<file path="src/hw/opc_pkg.sv">
// Package with offsets, field positions, reset values and types for the oscillator and pin control block.
package opc_pkg;

  localparam logic [11:0] OPC_OSC_ADDR = 12'h000;
  localparam logic [11:0] OPC_PIN_ADDR = 12'h004;

  localparam int OPC_OSC_SYNC_BIT = 12;
  localparam int OPC_OSC_STABLE_BIT = 10;
  localparam int OPC_OSC_PLL_BIT = 8;
  localparam int OPC_OSC_OUTDIV_LSB = 5;
  localparam int OPC_OSC_HALVE_BIT = 4;
  localparam int OPC_OSC_DEEP_BIT = 3;
  localparam int OPC_OSC_DIS_BIT = 2;
  localparam int OPC_OSC_PLLSEL_BIT = 0;

  localparam int OPC_PIN_IRQOD_BIT = 30;
  localparam int OPC_PIN_SOF_BIT = 29;
  localparam int OPC_PIN_TXOD_BIT = 28;
  localparam int OPC_PIN_FUNC_LSB = 24;
  localparam int OPC_PIN_LEVEL_LSB = 16;
  localparam int OPC_PIN_DRIVE_LSB = 8;
  localparam int OPC_PIN_XSTBY_BIT = 6;
  localparam int OPC_PIN_DIR_LSB = 0;

  localparam logic [1:0] OPC_OUTDIV_RST = 2'h3;
  localparam logic [1:0] OPC_FUNC_RST = 2'h3;
  localparam logic [1:0] OPC_DIR_RST = 2'h3;
  localparam logic [1:0] OPC_DRIVE_RST = 2'h0;

  localparam logic [3:0] OPC_DIV_BY1 = 4'h1;
  localparam logic [3:0] OPC_DIV_BY2 = 4'h2;
  localparam logic [3:0] OPC_DIV_BY4 = 4'h4;
  localparam logic [3:0] OPC_DIV_BY10 = 4'ha;

  localparam logic [2:0] OPC_REQ_SLEEP = 3'h1;
  localparam int OPC_SYNC_W = 6;

  typedef enum logic [1:0] {
    OPC_RUN = 2'b00,
    OPC_SLEEP = 2'b01,
    OPC_DEEP = 2'b10
  } opc_pwr_t;

  typedef struct packed {
    logic [1:0] out_div;
    logic halve;
    logic deep_sel;
    logic clk_dis;
    logic pll_sel;
  } opc_osc_t;

  typedef struct packed {
    logic od_irq;
    logic sof_sel;
    logic od_tx;
    logic [1:0] func;
    logic [1:0] drive;
    logic xstby_en;
    logic [1:0] dir;
  } opc_pin_t;

  typedef struct packed {
    logic tx_flag;
    logic tx_en;
    logic rx_flag;
    logic rx_en;
  } opc_irq_t;

  localparam opc_osc_t OPC_OSC_RST = '{out_div: OPC_OUTDIV_RST, halve: 1'b0, deep_sel: 1'b0,
                                      clk_dis: 1'b0, pll_sel: 1'b0};
  localparam opc_pin_t OPC_PIN_RST = '{od_irq: 1'b0, sof_sel: 1'b0, od_tx: 1'b0, func: OPC_FUNC_RST,
                                      drive: OPC_DRIVE_RST, xstby_en: 1'b0, dir: OPC_DIR_RST};

endpackage

</file>
<file path="src/hw/opc_clkout_div.sv">
// Clock output divider that toggles a registered square wave.
`timescale 1ns/1ps
module opc_clkout_div
  import opc_pkg::*;
(
  input wire logic clk_i,
  input wire logic rst_i,
  input wire logic [1:0] div_code_i,
  output logic clk_o
);

  typedef struct packed {
    logic [3:0] count;
    logic clk;
  } opc_div_st_t;

  opc_div_st_t st;
  opc_div_st_t next_st;
  logic [3:0] limit;

  always_comb begin
    unique case (div_code_i)
      2'b00: limit = OPC_DIV_BY1;
      2'b01: limit = OPC_DIV_BY2;
      2'b10: limit = OPC_DIV_BY4;
      2'b11: limit = OPC_DIV_BY10;
    endcase
  end

  // A shorter code takes effect at once because the count is compared with greater-or-equal.
  always_comb begin
    next_st = st;
    if (st.count + 4'h1 >= limit) begin
      next_st.count = 4'h0;
      next_st.clk = ~st.clk;
    end else begin
      next_st.count = st.count + 4'h1;
    end
  end

  always_ff @(posedge clk_i) begin
    if (rst_i) begin
      st <= '{count: 4'h0, clk: 1'b0};
    end else begin
      st <= next_st;
    end
  end

  assign clk_o = st.clk;

endmodule // opc_clkout_div

</file>
<file path="src/hw/opc_osc_pin_ctrl.sv">
// Oscillator, sleep and multipurpose pin control with its two byte-addressed registers.
`timescale 1ns/1ps

module opc_osc_pin_ctrl
  import opc_pkg::*;
(
  input wire logic CLK_SYS_I,
  input wire logic RST_I,
  input wire logic [11:0] REG_ADDR_I,
  input wire logic REG_WR_I,
  input wire logic REG_RD_I,
  input wire logic [7:0] REG_WDATA_I,
  output logic [7:0] REG_RDATA_O,
  output logic REG_RVALID_O,
  input wire logic CONFIG_MODE_I,
  input wire logic [2:0] OPERATING_MODE_REQUEST_I,
  input wire logic WAKEUP_IRQ_ENABLE_I,
  input wire opc_irq_t IRQ_SRC_I,
  input wire logic OSC_STABLE_I,
  input wire logic PLL_LOCK_I,
  input wire logic CHIP_SELECT_N_I,
  input wire logic CAN_RECEIVE_PIN_I,
  input wire logic CAN_TX_DATA_I,
  input wire logic SOF_I,
  input wire logic PIN_A_I,
  input wire logic PIN_B_I,
  output logic PIN_A_O,
  output logic PIN_A_OE_O,
  output logic PIN_B_O,
  output logic PIN_B_OE_O,
  output logic CAN_TRANSMIT_PIN_O,
  output logic CAN_TRANSMIT_PIN_OE_O,
  output logic CLOCK_OUTPUT_PIN_O,
  output logic TRANSCEIVER_STANDBY_O,
  output logic PLL_SELECT_O,
  output logic SYSCLK_HALVE_O,
  output logic CLOCK_STOP_O,
  output logic DEEP_SLEEP_STATE_O,
  output logic WAKE_TO_CONFIG_O
);

  typedef struct packed {
    opc_osc_t osc;
    opc_pin_t pin;
    opc_pwr_t pwr;
    logic [1:0] halve_pipe;
    logic rx_prev;
    logic cs_prev;
    logic [7:0] rdata;
    logic rvalid;
    logic [1:0] pin_o;
    logic [1:0] pin_oe;
    logic tx_o;
    logic tx_oe;
    logic clk_out;
    logic xstby;
    logic pll_sel_o;
    logic halve_o;
    logic stop_o;
    logic deep_o;
    logic wake_o;
  } opc_state_t;

  localparam opc_state_t ST_RST = '{
    osc: OPC_OSC_RST,
    pin: OPC_PIN_RST,
    pwr: OPC_RUN,
    halve_pipe: 2'h0,
    rx_prev: 1'b1,
    cs_prev: 1'b1,
    rdata: 8'h00,
    rvalid: 1'b0,
    pin_o: 2'h0,
    pin_oe: 2'h0,
    tx_o: 1'b1,
    tx_oe: 1'b0,
    clk_out: 1'b0,
    xstby: 1'b0,
    pll_sel_o: 1'b0,
    halve_o: 1'b0,
    stop_o: 1'b0,
    deep_o: 1'b0,
    wake_o: 1'b0
  };

  // Idle levels after reset: pins low, receive recessive, chip select released.
  localparam logic [OPC_SYNC_W-1:0] SYNC_RST = 6'h0c;

  opc_state_t st;
  opc_state_t next_st;
  logic [OPC_SYNC_W-1:0] sync_level;
  logic [1:0] pin_level;
  logic rx_level;
  logic cs_level;
  logic osc_ok;
  logic pll_lock;
  logic div_clk;
  logic [31:0] osc_word;
  logic [31:0] pin_word;
  logic [1:0] wr_sel;
  logic [1:0] rd_sel;
  logic sleep_req;
  logic rx_wake;
  logic cs_wake;

  // Returns a one-hot pick of the register a byte address falls in, or zero when unmapped.
  function automatic logic [1:0] reg_hit(input logic [11:0] addr);
    logic [1:0] hit;
    hit = 2'b00;
    if (addr[11:2] == OPC_OSC_ADDR[11:2]) begin
      hit = 2'b01;
    end else if (addr[11:2] == OPC_PIN_ADDR[11:2]) begin
      hit = 2'b10;
    end
    return hit;
  endfunction

  opc_pin_sync #(
    .W(OPC_SYNC_W)
  ) u_sync (
    .clk_i(CLK_SYS_I),
    .rst_i(RST_I),
    .async_i({PLL_LOCK_I, OSC_STABLE_I, CHIP_SELECT_N_I, CAN_RECEIVE_PIN_I, PIN_B_I, PIN_A_I}),
    .rst_level_i(SYNC_RST),
    .level_o(sync_level)
  );

  opc_clkout_div u_div (
    .clk_i(CLK_SYS_I),
    .rst_i(RST_I),
    .div_code_i(st.osc.out_div),
    .clk_o(div_clk)
  );

  assign pin_level = sync_level[1:0];
  assign rx_level = sync_level[2];
  assign cs_level = sync_level[3];
  assign osc_ok = sync_level[4];
  assign pll_lock = sync_level[5];

  assign wr_sel = REG_WR_I ? reg_hit(REG_ADDR_I) : 2'b00;
  assign rd_sel = reg_hit(REG_ADDR_I);

  // The request only counts in run; the select bit alone never starts a sleep.
  assign sleep_req = (OPERATING_MODE_REQUEST_I == OPC_REQ_SLEEP) && (st.pwr == OPC_RUN);
  assign rx_wake = st.rx_prev && !rx_level && WAKEUP_IRQ_ENABLE_I;
  assign cs_wake = st.cs_prev && !cs_level;

  always_comb begin
    osc_word = 32'h0;
    osc_word[OPC_OSC_SYNC_BIT] = st.halve_pipe[1];
    osc_word[OPC_OSC_STABLE_BIT] = osc_ok && (st.pwr == OPC_RUN);
    osc_word[OPC_OSC_PLL_BIT] = pll_lock;
    osc_word[OPC_OSC_OUTDIV_LSB +: 2] = st.osc.out_div;
    osc_word[OPC_OSC_HALVE_BIT] = st.osc.halve;
    osc_word[OPC_OSC_DEEP_BIT] = st.osc.deep_sel;
    osc_word[OPC_OSC_DIS_BIT] = st.osc.clk_dis;
    osc_word[OPC_OSC_PLLSEL_BIT] = st.osc.pll_sel;
  end

  always_comb begin
    pin_word = 32'h0;
    pin_word[OPC_PIN_IRQOD_BIT] = st.pin.od_irq;
    pin_word[OPC_PIN_SOF_BIT] = st.pin.sof_sel;
    pin_word[OPC_PIN_TXOD_BIT] = st.pin.od_tx;
    pin_word[OPC_PIN_FUNC_LSB +: 2] = st.pin.func;
    pin_word[OPC_PIN_LEVEL_LSB +: 2] = pin_level;
    pin_word[OPC_PIN_DRIVE_LSB +: 2] = st.pin.drive;
    pin_word[OPC_PIN_XSTBY_BIT] = st.pin.xstby_en;
    pin_word[OPC_PIN_DIR_LSB +: 2] = st.pin.dir;
  end

  always_comb begin
    logic [1:0] irq_req;
    logic [7:0] wd;
    irq_req = 2'b00;
    wd = REG_WDATA_I;
    next_st = st;
    next_st.wake_o = 1'b0;
    next_st.rx_prev = rx_level;
    next_st.cs_prev = cs_level;

    // Register reads answer one cycle later; unmapped addresses read zero.
    next_st.rvalid = REG_RD_I;
    if (REG_RD_I) begin
      unique case (rd_sel)
        2'b01: next_st.rdata = osc_word[{REG_ADDR_I[1:0], 3'b000} +: 8];
        2'b10: next_st.rdata = pin_word[{REG_ADDR_I[1:0], 3'b000} +: 8];
        default: next_st.rdata = 8'h00;
      endcase
    end

    // Writes land byte by byte, so a field never sees a half-written word.
    // The core is powered down in deep sleep and takes no writes there.
    if (st.pwr != OPC_DEEP) begin
      if (wr_sel == 2'b01 && REG_ADDR_I[1:0] == 2'b00) begin
        next_st.osc.out_div = wd[OPC_OSC_OUTDIV_LSB +: 2];
        next_st.osc.deep_sel = wd[OPC_OSC_DEEP_BIT];
        if (CONFIG_MODE_I) begin
          next_st.osc.halve = wd[OPC_OSC_HALVE_BIT];
          next_st.osc.pll_sel = wd[OPC_OSC_PLLSEL_BIT];
        end
        // A one written here is ignored; only hardware can set the disable flag.
        if (!wd[OPC_OSC_DIS_BIT]) begin
          next_st.osc.clk_dis = 1'b0;
          if (st.pwr == OPC_SLEEP) begin
            next_st.pwr = OPC_RUN;
            next_st.wake_o = 1'b1;
          end
        end
      end
      if (wr_sel == 2'b10) begin
        unique case (REG_ADDR_I[1:0])
          2'b11: begin
            next_st.pin.od_irq = wd[OPC_PIN_IRQOD_BIT - 24];
            next_st.pin.sof_sel = wd[OPC_PIN_SOF_BIT - 24];
            next_st.pin.od_tx = wd[OPC_PIN_TXOD_BIT - 24];
            next_st.pin.func = wd[OPC_PIN_FUNC_LSB - 24 +: 2];
          end
          2'b01: begin
            next_st.pin.drive = wd[OPC_PIN_DRIVE_LSB - 8 +: 2];
          end
          2'b00: begin
            next_st.pin.xstby_en = wd[OPC_PIN_XSTBY_BIT];
            next_st.pin.dir = wd[OPC_PIN_DIR_LSB +: 2];
          end
          default: begin
          end
        endcase
      end
    end

    // Wake and sleep sequencing; entry is placed last so that a set beats a clear.
    unique case (st.pwr)
      OPC_RUN: begin
        if (sleep_req) begin
          next_st.osc.clk_dis = 1'b1;
          next_st.pwr = st.osc.deep_sel ? OPC_DEEP : OPC_SLEEP;
        end
      end
      OPC_SLEEP: begin
        if (rx_wake) begin
          next_st.osc.clk_dis = 1'b0;
          next_st.pwr = OPC_RUN;
          next_st.wake_o = 1'b1;
        end
      end
      OPC_DEEP: begin
        // Contents are lost in deep sleep, so wake brings every field back to its reset value.
        if (rx_wake || cs_wake) begin
          next_st.osc = OPC_OSC_RST;
          next_st.pin = OPC_PIN_RST;
          next_st.pwr = OPC_RUN;
          next_st.wake_o = 1'b1;
        end
      end
      default: begin
        next_st.pwr = OPC_RUN;
      end
    endcase

    // The readback copy of the halve bit trails the control bit by two cycles.
    next_st.halve_pipe = {st.halve_pipe[0], st.osc.halve};

    // Clock source, sleep state, transceiver standby and clock output pin controls.
    next_st.pll_sel_o = st.osc.pll_sel;
    next_st.halve_o = st.osc.halve;
    next_st.stop_o = (st.pwr != OPC_RUN);
    next_st.deep_o = (st.pwr == OPC_DEEP);
    next_st.xstby = st.pin.xstby_en && (st.pwr != OPC_RUN);
    next_st.clk_out = st.pin.sof_sel ? SOF_I : div_clk;

    // Transmit pin: open-drain only pulls low and releases for recessive.
    if (st.pin.od_tx) begin
      next_st.tx_o = 1'b0;
      next_st.tx_oe = !CAN_TX_DATA_I;
    end else begin
      next_st.tx_o = CAN_TX_DATA_I;
      next_st.tx_oe = 1'b1;
    end

    // Multipurpose pins: interrupt outputs are active low.
    irq_req[0] = IRQ_SRC_I.tx_flag && IRQ_SRC_I.tx_en;
    irq_req[1] = IRQ_SRC_I.rx_flag && IRQ_SRC_I.rx_en;
    for (int i = 0; i < 2; i++) begin
      if (!st.pin.func[i]) begin
        // Direction is not looked at here; push-pull always drives, open-drain only while the request is set.
        if (st.pin.od_irq) begin
          next_st.pin_o[i] = 1'b0;
          next_st.pin_oe[i] = irq_req[i];
        end else begin
          next_st.pin_o[i] = !irq_req[i];
          next_st.pin_oe[i] = 1'b1;
        end
      end else if (!st.pin.dir[i]) begin
        next_st.pin_o[i] = st.pin.drive[i];
        next_st.pin_oe[i] = 1'b1;
      end else begin
        next_st.pin_o[i] = 1'b0;
        next_st.pin_oe[i] = 1'b0;
      end
    end
  end

  always_ff @(posedge CLK_SYS_I) begin
    if (RST_I) begin
      st <= ST_RST;
    end else begin
      st <= next_st;
    end
  end

  assign REG_RDATA_O = st.rdata;
  assign REG_RVALID_O = st.rvalid;
  assign PIN_A_O = st.pin_o[0];
  assign PIN_A_OE_O = st.pin_oe[0];
  assign PIN_B_O = st.pin_o[1];
  assign PIN_B_OE_O = st.pin_oe[1];
  assign CAN_TRANSMIT_PIN_O = st.tx_o;
  assign CAN_TRANSMIT_PIN_OE_O = st.tx_oe;
  assign CLOCK_OUTPUT_PIN_O = st.clk_out;
  assign TRANSCEIVER_STANDBY_O = st.xstby;
  assign PLL_SELECT_O = st.pll_sel_o;
  assign SYSCLK_HALVE_O = st.halve_o;
  assign CLOCK_STOP_O = st.stop_o;
  assign DEEP_SLEEP_STATE_O = st.deep_o;
  assign WAKE_TO_CONFIG_O = st.wake_o;

endmodule // opc_osc_pin_ctrl

</file>
<file path="src/hw/opc_pin_sync.sv">
// Three-stage synchroniser whose output moves only when the last two stages agree.
`timescale 1ns/1ps
module opc_pin_sync
  import opc_pkg::*;
#(
  parameter int W = OPC_SYNC_W
) (
  input wire logic clk_i,
  input wire logic rst_i,
  input wire logic [W-1:0] async_i,
  input wire logic [W-1:0] rst_level_i,
  output logic [W-1:0] level_o
);

  typedef struct packed {
    logic [W-1:0] s1;
    logic [W-1:0] s2;
    logic [W-1:0] s3;
    logic [W-1:0] level;
  } opc_sync_st_t;

  opc_sync_st_t st;
  opc_sync_st_t next_st;

  // The first stage feeds only the second, so a metastable sample never reaches logic.
  always_comb begin
    next_st = st;
    next_st.s1 = async_i;
    next_st.s2 = st.s1;
    next_st.s3 = st.s2;
    for (int i = 0; i < W; i++) begin
      if (st.s2[i] == st.s3[i]) begin
        next_st.level[i] = st.s3[i];
      end
    end
  end

  // The reset level is a constant from the parent, so no port value is caught under reset.
  always_ff @(posedge clk_i) begin
    if (rst_i) begin
      st <= {rst_level_i, rst_level_i, rst_level_i, rst_level_i};
    end else begin
      st <= next_st;
    end
  end

  assign level_o = st.level;

endmodule // opc_pin_sync

</file>
<file path="config.mk">
export PLATFORM = sky130hd
export DESIGN_NAME = opc_osc_pin_ctrl
export DESIGN_NICKNAME = d
export VERILOG_FILES = /design/src/hw/opc_pkg.sv /design/src/hw/opc_clkout_div.sv /design/src/hw/opc_osc_pin_ctrl.sv /design/src/hw/opc_pin_sync.sv
export SDC_FILE = /design/constraint.sdc
export NUM_CORES = 1
export LEC_CHECK = 0
export BUFFER_PORTS_ARGS = -buffer_cell sky130_fd_sc_hd__buf_2
export CAP_MARGIN = 15
export CORE_MARGIN = 4
export CORE_UTILIZATION = 55
export DETAILED_ROUTE_END_ITERATION = 16
export PLACE_DENSITY = 0.79
export RECOVER_POWER = 50
export SYNTH_ARGS = -nofsm -noshare
export SYNTH_HDL_FRONTEND = slang
export SYNTH_HIERARCHICAL = 1
export SYNTH_SLANG_ARGS = --single-unit
</file>
<file path="constraint.sdc">
create_clock -name CLK_SYS_I -period 4.06 [get_ports CLK_SYS_I]
set_input_delay 0.203 -clock CLK_SYS_I [delete_from_list [all_inputs] [get_ports CLK_SYS_I]]
set_output_delay 0.203 -clock CLK_SYS_I [all_outputs]
set_load 0.01 [all_outputs]
</file>
Yosys cells after proc, flatten, opt, wreduce, memory -nomap -nowiden
Index checks and enable logic that the tools add are counted.
{"block": "totals", "out_inout_bits": 22, "elab_cells": 134, "input_bits": 41, "ff_bits": 73}
{"block": "op_classes", "muxes": 48, "shift": 2, "order_cmp": 1, "n_bitwise": 1, "addsub": 1, "n_eq_ne": 20, "reduce_logical": 21}
{"operator": "indexed part select 32 x 6 -> 8 bit", "count": 2}
{"operator": "2-to-1 mux 18 bit", "count": 2}
{"operator": "2-to-1 mux 1 bit", "count": 24}
{"operator": "2-to-1 mux 2 bit", "count": 11}
{"operator": "case mux 4 bit (4 select lines)", "count": 1}
{"operator": "case mux 8 bit (2 select lines)", "count": 1}
{"operator": "== test 2 bit (second input constant)", "count": 6}
{"operator": "2-to-1 mux 11 bit", "count": 1}
{"operator": "== test 10 x 1 -> 1 bit (second input constant)", "count": 1}
{"operator": "== test 2 x 1 -> 1 bit (second input constant)", "count": 5}
{"operator": "zero test 10 bit", "count": 1}
{"operator": "2-to-1 mux 10 bit", "count": 1}
{"operator": "logical AND 1 bit", "count": 9}
{"operator": "== test 1 bit", "count": 6}
{"operator": "zero test 2 bit", "count": 3}
{"operator": "2-to-1 mux 6 bit", "count": 1}
{"operator": "case mux 2 bit (3 select lines)", "count": 1}
{"operator": "zero test 1 bit", "count": 5}
{"operator": "2-to-1 mux 5 bit", "count": 1}
{"operator": "adder 4 x 1 -> 4 bit (second input constant)", "count": 1}
{"operator": ">= comparator 4 bit", "count": 1}
{"operator": "2-to-1 mux 4 bit", "count": 1}
{"operator": "== test 3 x 1 -> 1 bit (second input constant)", "count": 1}
{"operator": "2-to-1 mux 3 bit", "count": 1}
{"operator": "other kinds (7)", "count": 7}

Depth between registers and ports, before layout
{"block": "logic_depth", "ltp_word": 10, "mapped_depth": 7, "depth_no_buf": 7}

Modules after synthesis
Netlist, hierarchy kept.
{"module": "opc_osc_pin_ctrl", "area_per_inst_um2": 1919.3, "cells_each": 209, "instances": 1, "seq_area_each_um2": 840.8}
{"module": "opc_pin_sync", "area_per_inst_um2": 1052.3, "cells_each": 94, "instances": 1, "seq_area_each_um2": 540.5}
{"module": "opc_clkout_div", "area_per_inst_um2": 314.1, "cells_each": 32, "instances": 1, "seq_area_each_um2": 100.1}

Least setup slack after synthesis
OpenSTA, ideal clock, no wires.
{"block": "synth_timing", "kind": "flip-flop to flip-flop", "start": "register st[26] (netlist name)", "end": "register st (netlist bit osc_word[5])", "period_less_slack_ps": 1743, "setup_time_ps": 132, "stages_incl_launch_ff": 7, "required_time_ps": 3928, "arrival_time_ps": 1611, "path_slack_ps": 2317, "n_path_buf": 0, "path_cell_list": "dfxtp_1 > inv_1 > ha_1 > nor4b_1 > nor3b_2 > mux2i_1 > nand2_1"}
{"item": "start: declaration", "line": "opc_osc_pin_ctrl.sv:89", "source": "opc_state_t st;"}
{"item": "start signal: assignment", "line": "opc_osc_pin_ctrl.sv:309", "source": "st <= next_st;"}

==> results.json <==
{
  "final-instance-count-excl-fill": 470,
  "layout-drive-gt1-share_pct": 19.8,
  "cpMaxStageDelayCell": "nor3b_2",
  "post_drt_via_cell_ratio": 5.10,
  "finalSetupTns_ps": 0,
  "grt_use_total_pct": 17.3,
  "wirelength_mm": 6.05,
  "io_pins": 63,
  "cp-start-kind": "register",
  "dp.cells": 455,
  "synth-seq-area-share_pct": 45.1,
  "synthTopCellsByArea": "dfxtp_1 40%, o21ai_2 6.4%, mux2i_1 6.1%",
  "rsz0062_at_grt": "no",
  "die_y_um": 85.3,
  "cp_top_family": "simple AND/OR/NAND/NOR gates",
  "cts_resized": 0,
  "synth_top_area_share_pct": 39.6,
  "dp_slack_ps": 2020,
  "drv_slew": 0,
  "critPathKind": "register to register",
  "layout.nets": 446,
  "antenna_left": 0,
  "grt_pass1_vias": 2277,
  "clkTransAtPathRegs_ps": 70,
  "holdCritPathClass": "input port to register",
  "synth_top_area_cell": "dfxtp_1",
  "slew-limit-headroom_pct": 41.4,
  "fin_ws_ps": 1960,
  "hpwl_mm": 4.48,
  "max_freq_mhz": 476,
  "ctsHoldBuffers": 0,
  "tritoncts.num_buffers": 9,
  "ys_async_sr_fraction_pct": 0,
  "setup_viol": 0,
  "period_needed_ps": 2100,
  "port_buffers": 60,
  "gp_congestion": 0.843,
  "cts_tree": "yes",
  "cts_root_buf": "clkbuf_8",
  "grt_overflow": 0,
  "max-cap-violations": 0,
  "status": "complete, no violations",
  "ys_warn_count": 6,
  "fillers": 510,
  "path_cells": "inv_1 -> ha_1 -> nor4b_1 -> nor3b_2 -> mux2i_1 -> nand2_1",
  "syn_area_um2": 3290,
  "drc": 0,
  "first_iter_violations": 84,
  "first_pass_iters": 4,
  "hold_viol": 0,
  "clock_latency_ps": 340,
  "grt_max_degree": 51,
  "synth_area_per_cell_um2": 9.81,
  "start_util_pct": 58.2,
  "grt_antenna_before_repair": 0,
  "crit_required_ps": 4260,
  "die_w_um": 85.3,
  "slowest_delay_ps": 470,
  "crit_fanout": 6,
  "grt_pass1_wl_mm": 10.0,
  "cts_setup_buffers": 0,
  "cp_data_arrival_time_ps": 2300,
  "vias": 2398,
  "num_rows": 27,
  "ys_seq_elements": 71,
  "cts_sinks": 71,
  "core_um2": 5640,
  "peakVddDrop_uv": 252,
  "p_leak_nw": 1.65,
  "final_util_pct": 64.6,
  "hold-worst-slack_ps": 55.1,
  "synth_cells": 335,
  "ys.flop_type": "dfxtp_1",
  "fin_crit_sh_pct": 51.8,
  "clk_path_buf_depth": 2,
  "powerDensity_nw_per_um2": 385,
  "crit_buf_inv": 1,
  "area_growth_syn_to_layout_pct": 10.9,
  "post_drt_wl_per_cell_um": 12.9,
  "worst-slew-pin-transition_ps": 871,
  "synth_cell_type_count": 52,
  "synth_edf_count": 6,
  "skew_ps": 8.69,
  "antenna_cells": 0,
  "dieArea_um2": 7270,
  "htree_levels": 3,
  "endpoint_kind": "register"
}
stage by stage:
stage	power, mW	instance area (um^2)
2_1_floorplan	0.876	3300
3_3_place_gp	0.908	3560
3_5_place_dp	0.915	3560
4_1_cts	1.43	3740
5_1_grt	1.47	3640
6_report	1.40	3640
cells in the final DEF, fill, tap and decap left out, drive strengths merged, types with 11 or more instances in the layout:
cell type / synthesis / final
mux2i: 20 / 20
nor2: 29 / 29
o21ai: 35 / 35
nand2: 30 / 30
inv: 30 / 30
buf: 14 / 39
nand2b: 11 / 11
clkbuf: 4 / 35
ha: 11 / 11
nor2b: 12 / 12
dfxtp: 65 / 65
cells in the mapped netlist (all sizes together) (2+ instances only):
library cell  instances
nor4                  3
nand4                 4
nand3                 6
inv                  30
nor2b                12
mux2                  2
conb                  2
dfxtp                65
nand2                30
mux2i                20
nor3                  3
a21oi                 7
edfxtp                6
nand3b                3
clkbuf                4
a31oi                 4
and2                  3
or2                   2
a21boi                2
buf                  14
xor2                  7
a211oi                4
ha                   11
nor2                 29
nand2b               11
a21o                  2
o21ai                35
and3                  2
worst register-to-register path, stage by stage (launching register included):
cell,delay [ps]
dfxtp_1,440
inv_1,110
ha_1,300
nor4b_1,360
nor3b_2,470
mux2i_1,240
nand2_1,60
power by group:
group | switching [mW] | internal (mW)
Combinational | 0.0745 | 0.0588
Clock | 0.232 | 0.281
Sequential | 0.0154 | 0.740
Total | 0.322 | 1.08
sequential cells by signal (all words and copies together), names as in the netlist, 3 cells and up:
register	flops
REG_RDATA_O	7
next_st	3
osc_word	5
pin_word	10
st	4
u_div/st	4
u_sync/level_o	6
u_sync/next_st	12
u_sync/st	6
layout make-up:
cell class / instances / area [um^2] / area share [%]
multi-input cells: 221 / 1500 / 41.3
flip-flops and latches: 71 / 1480 / 40.7
repair buffers: 61 / 280 / 7.69
clock buffers: 13 / 139 / 3.81
inverters: 30 / 113 / 3.09
well taps: 72 / 90.1 / 2.47
clock inverters: 2 / 35.0 / 0.962
cell families after synthesis:
group	Yosys count	synth area share, %
AOI/OAI and AO/OA	58	13.1
xor gates and xnor gates	8	2.13
adders and majority gates	11	4.19
buffers and inverters	48	7.65
DFF	71	45.1
muxes	23	7.58
other	2	0.229
and+or+nand+nor	114	20.0
per-layer routing:
metal	up-vias	track usage, %	wire (um)
li1	1221	-	-
met1	1098	20.9	2720
met2	64	27.3	2770
met3	15	5.73	425
met4	0	9.06	139
met5	-	0	0
final timing paths:
check / slack, ps / cells after the start / end / start
worst max-delay path: 1960 / 6 / osc_word[6] / st[26]
worst min register to register: 430 / 2 / u_sync/next_st[6] / u_sync/next_st[12]
worst max register to register: 1960 / 6 / osc_word[6] / st[26]
worst min-delay path: 60 / 2 / CAN_TRANSMIT_PIN_OE_O / CAN_TX_DATA_I
Note: power is estimated with default switching activity, not from simulation.
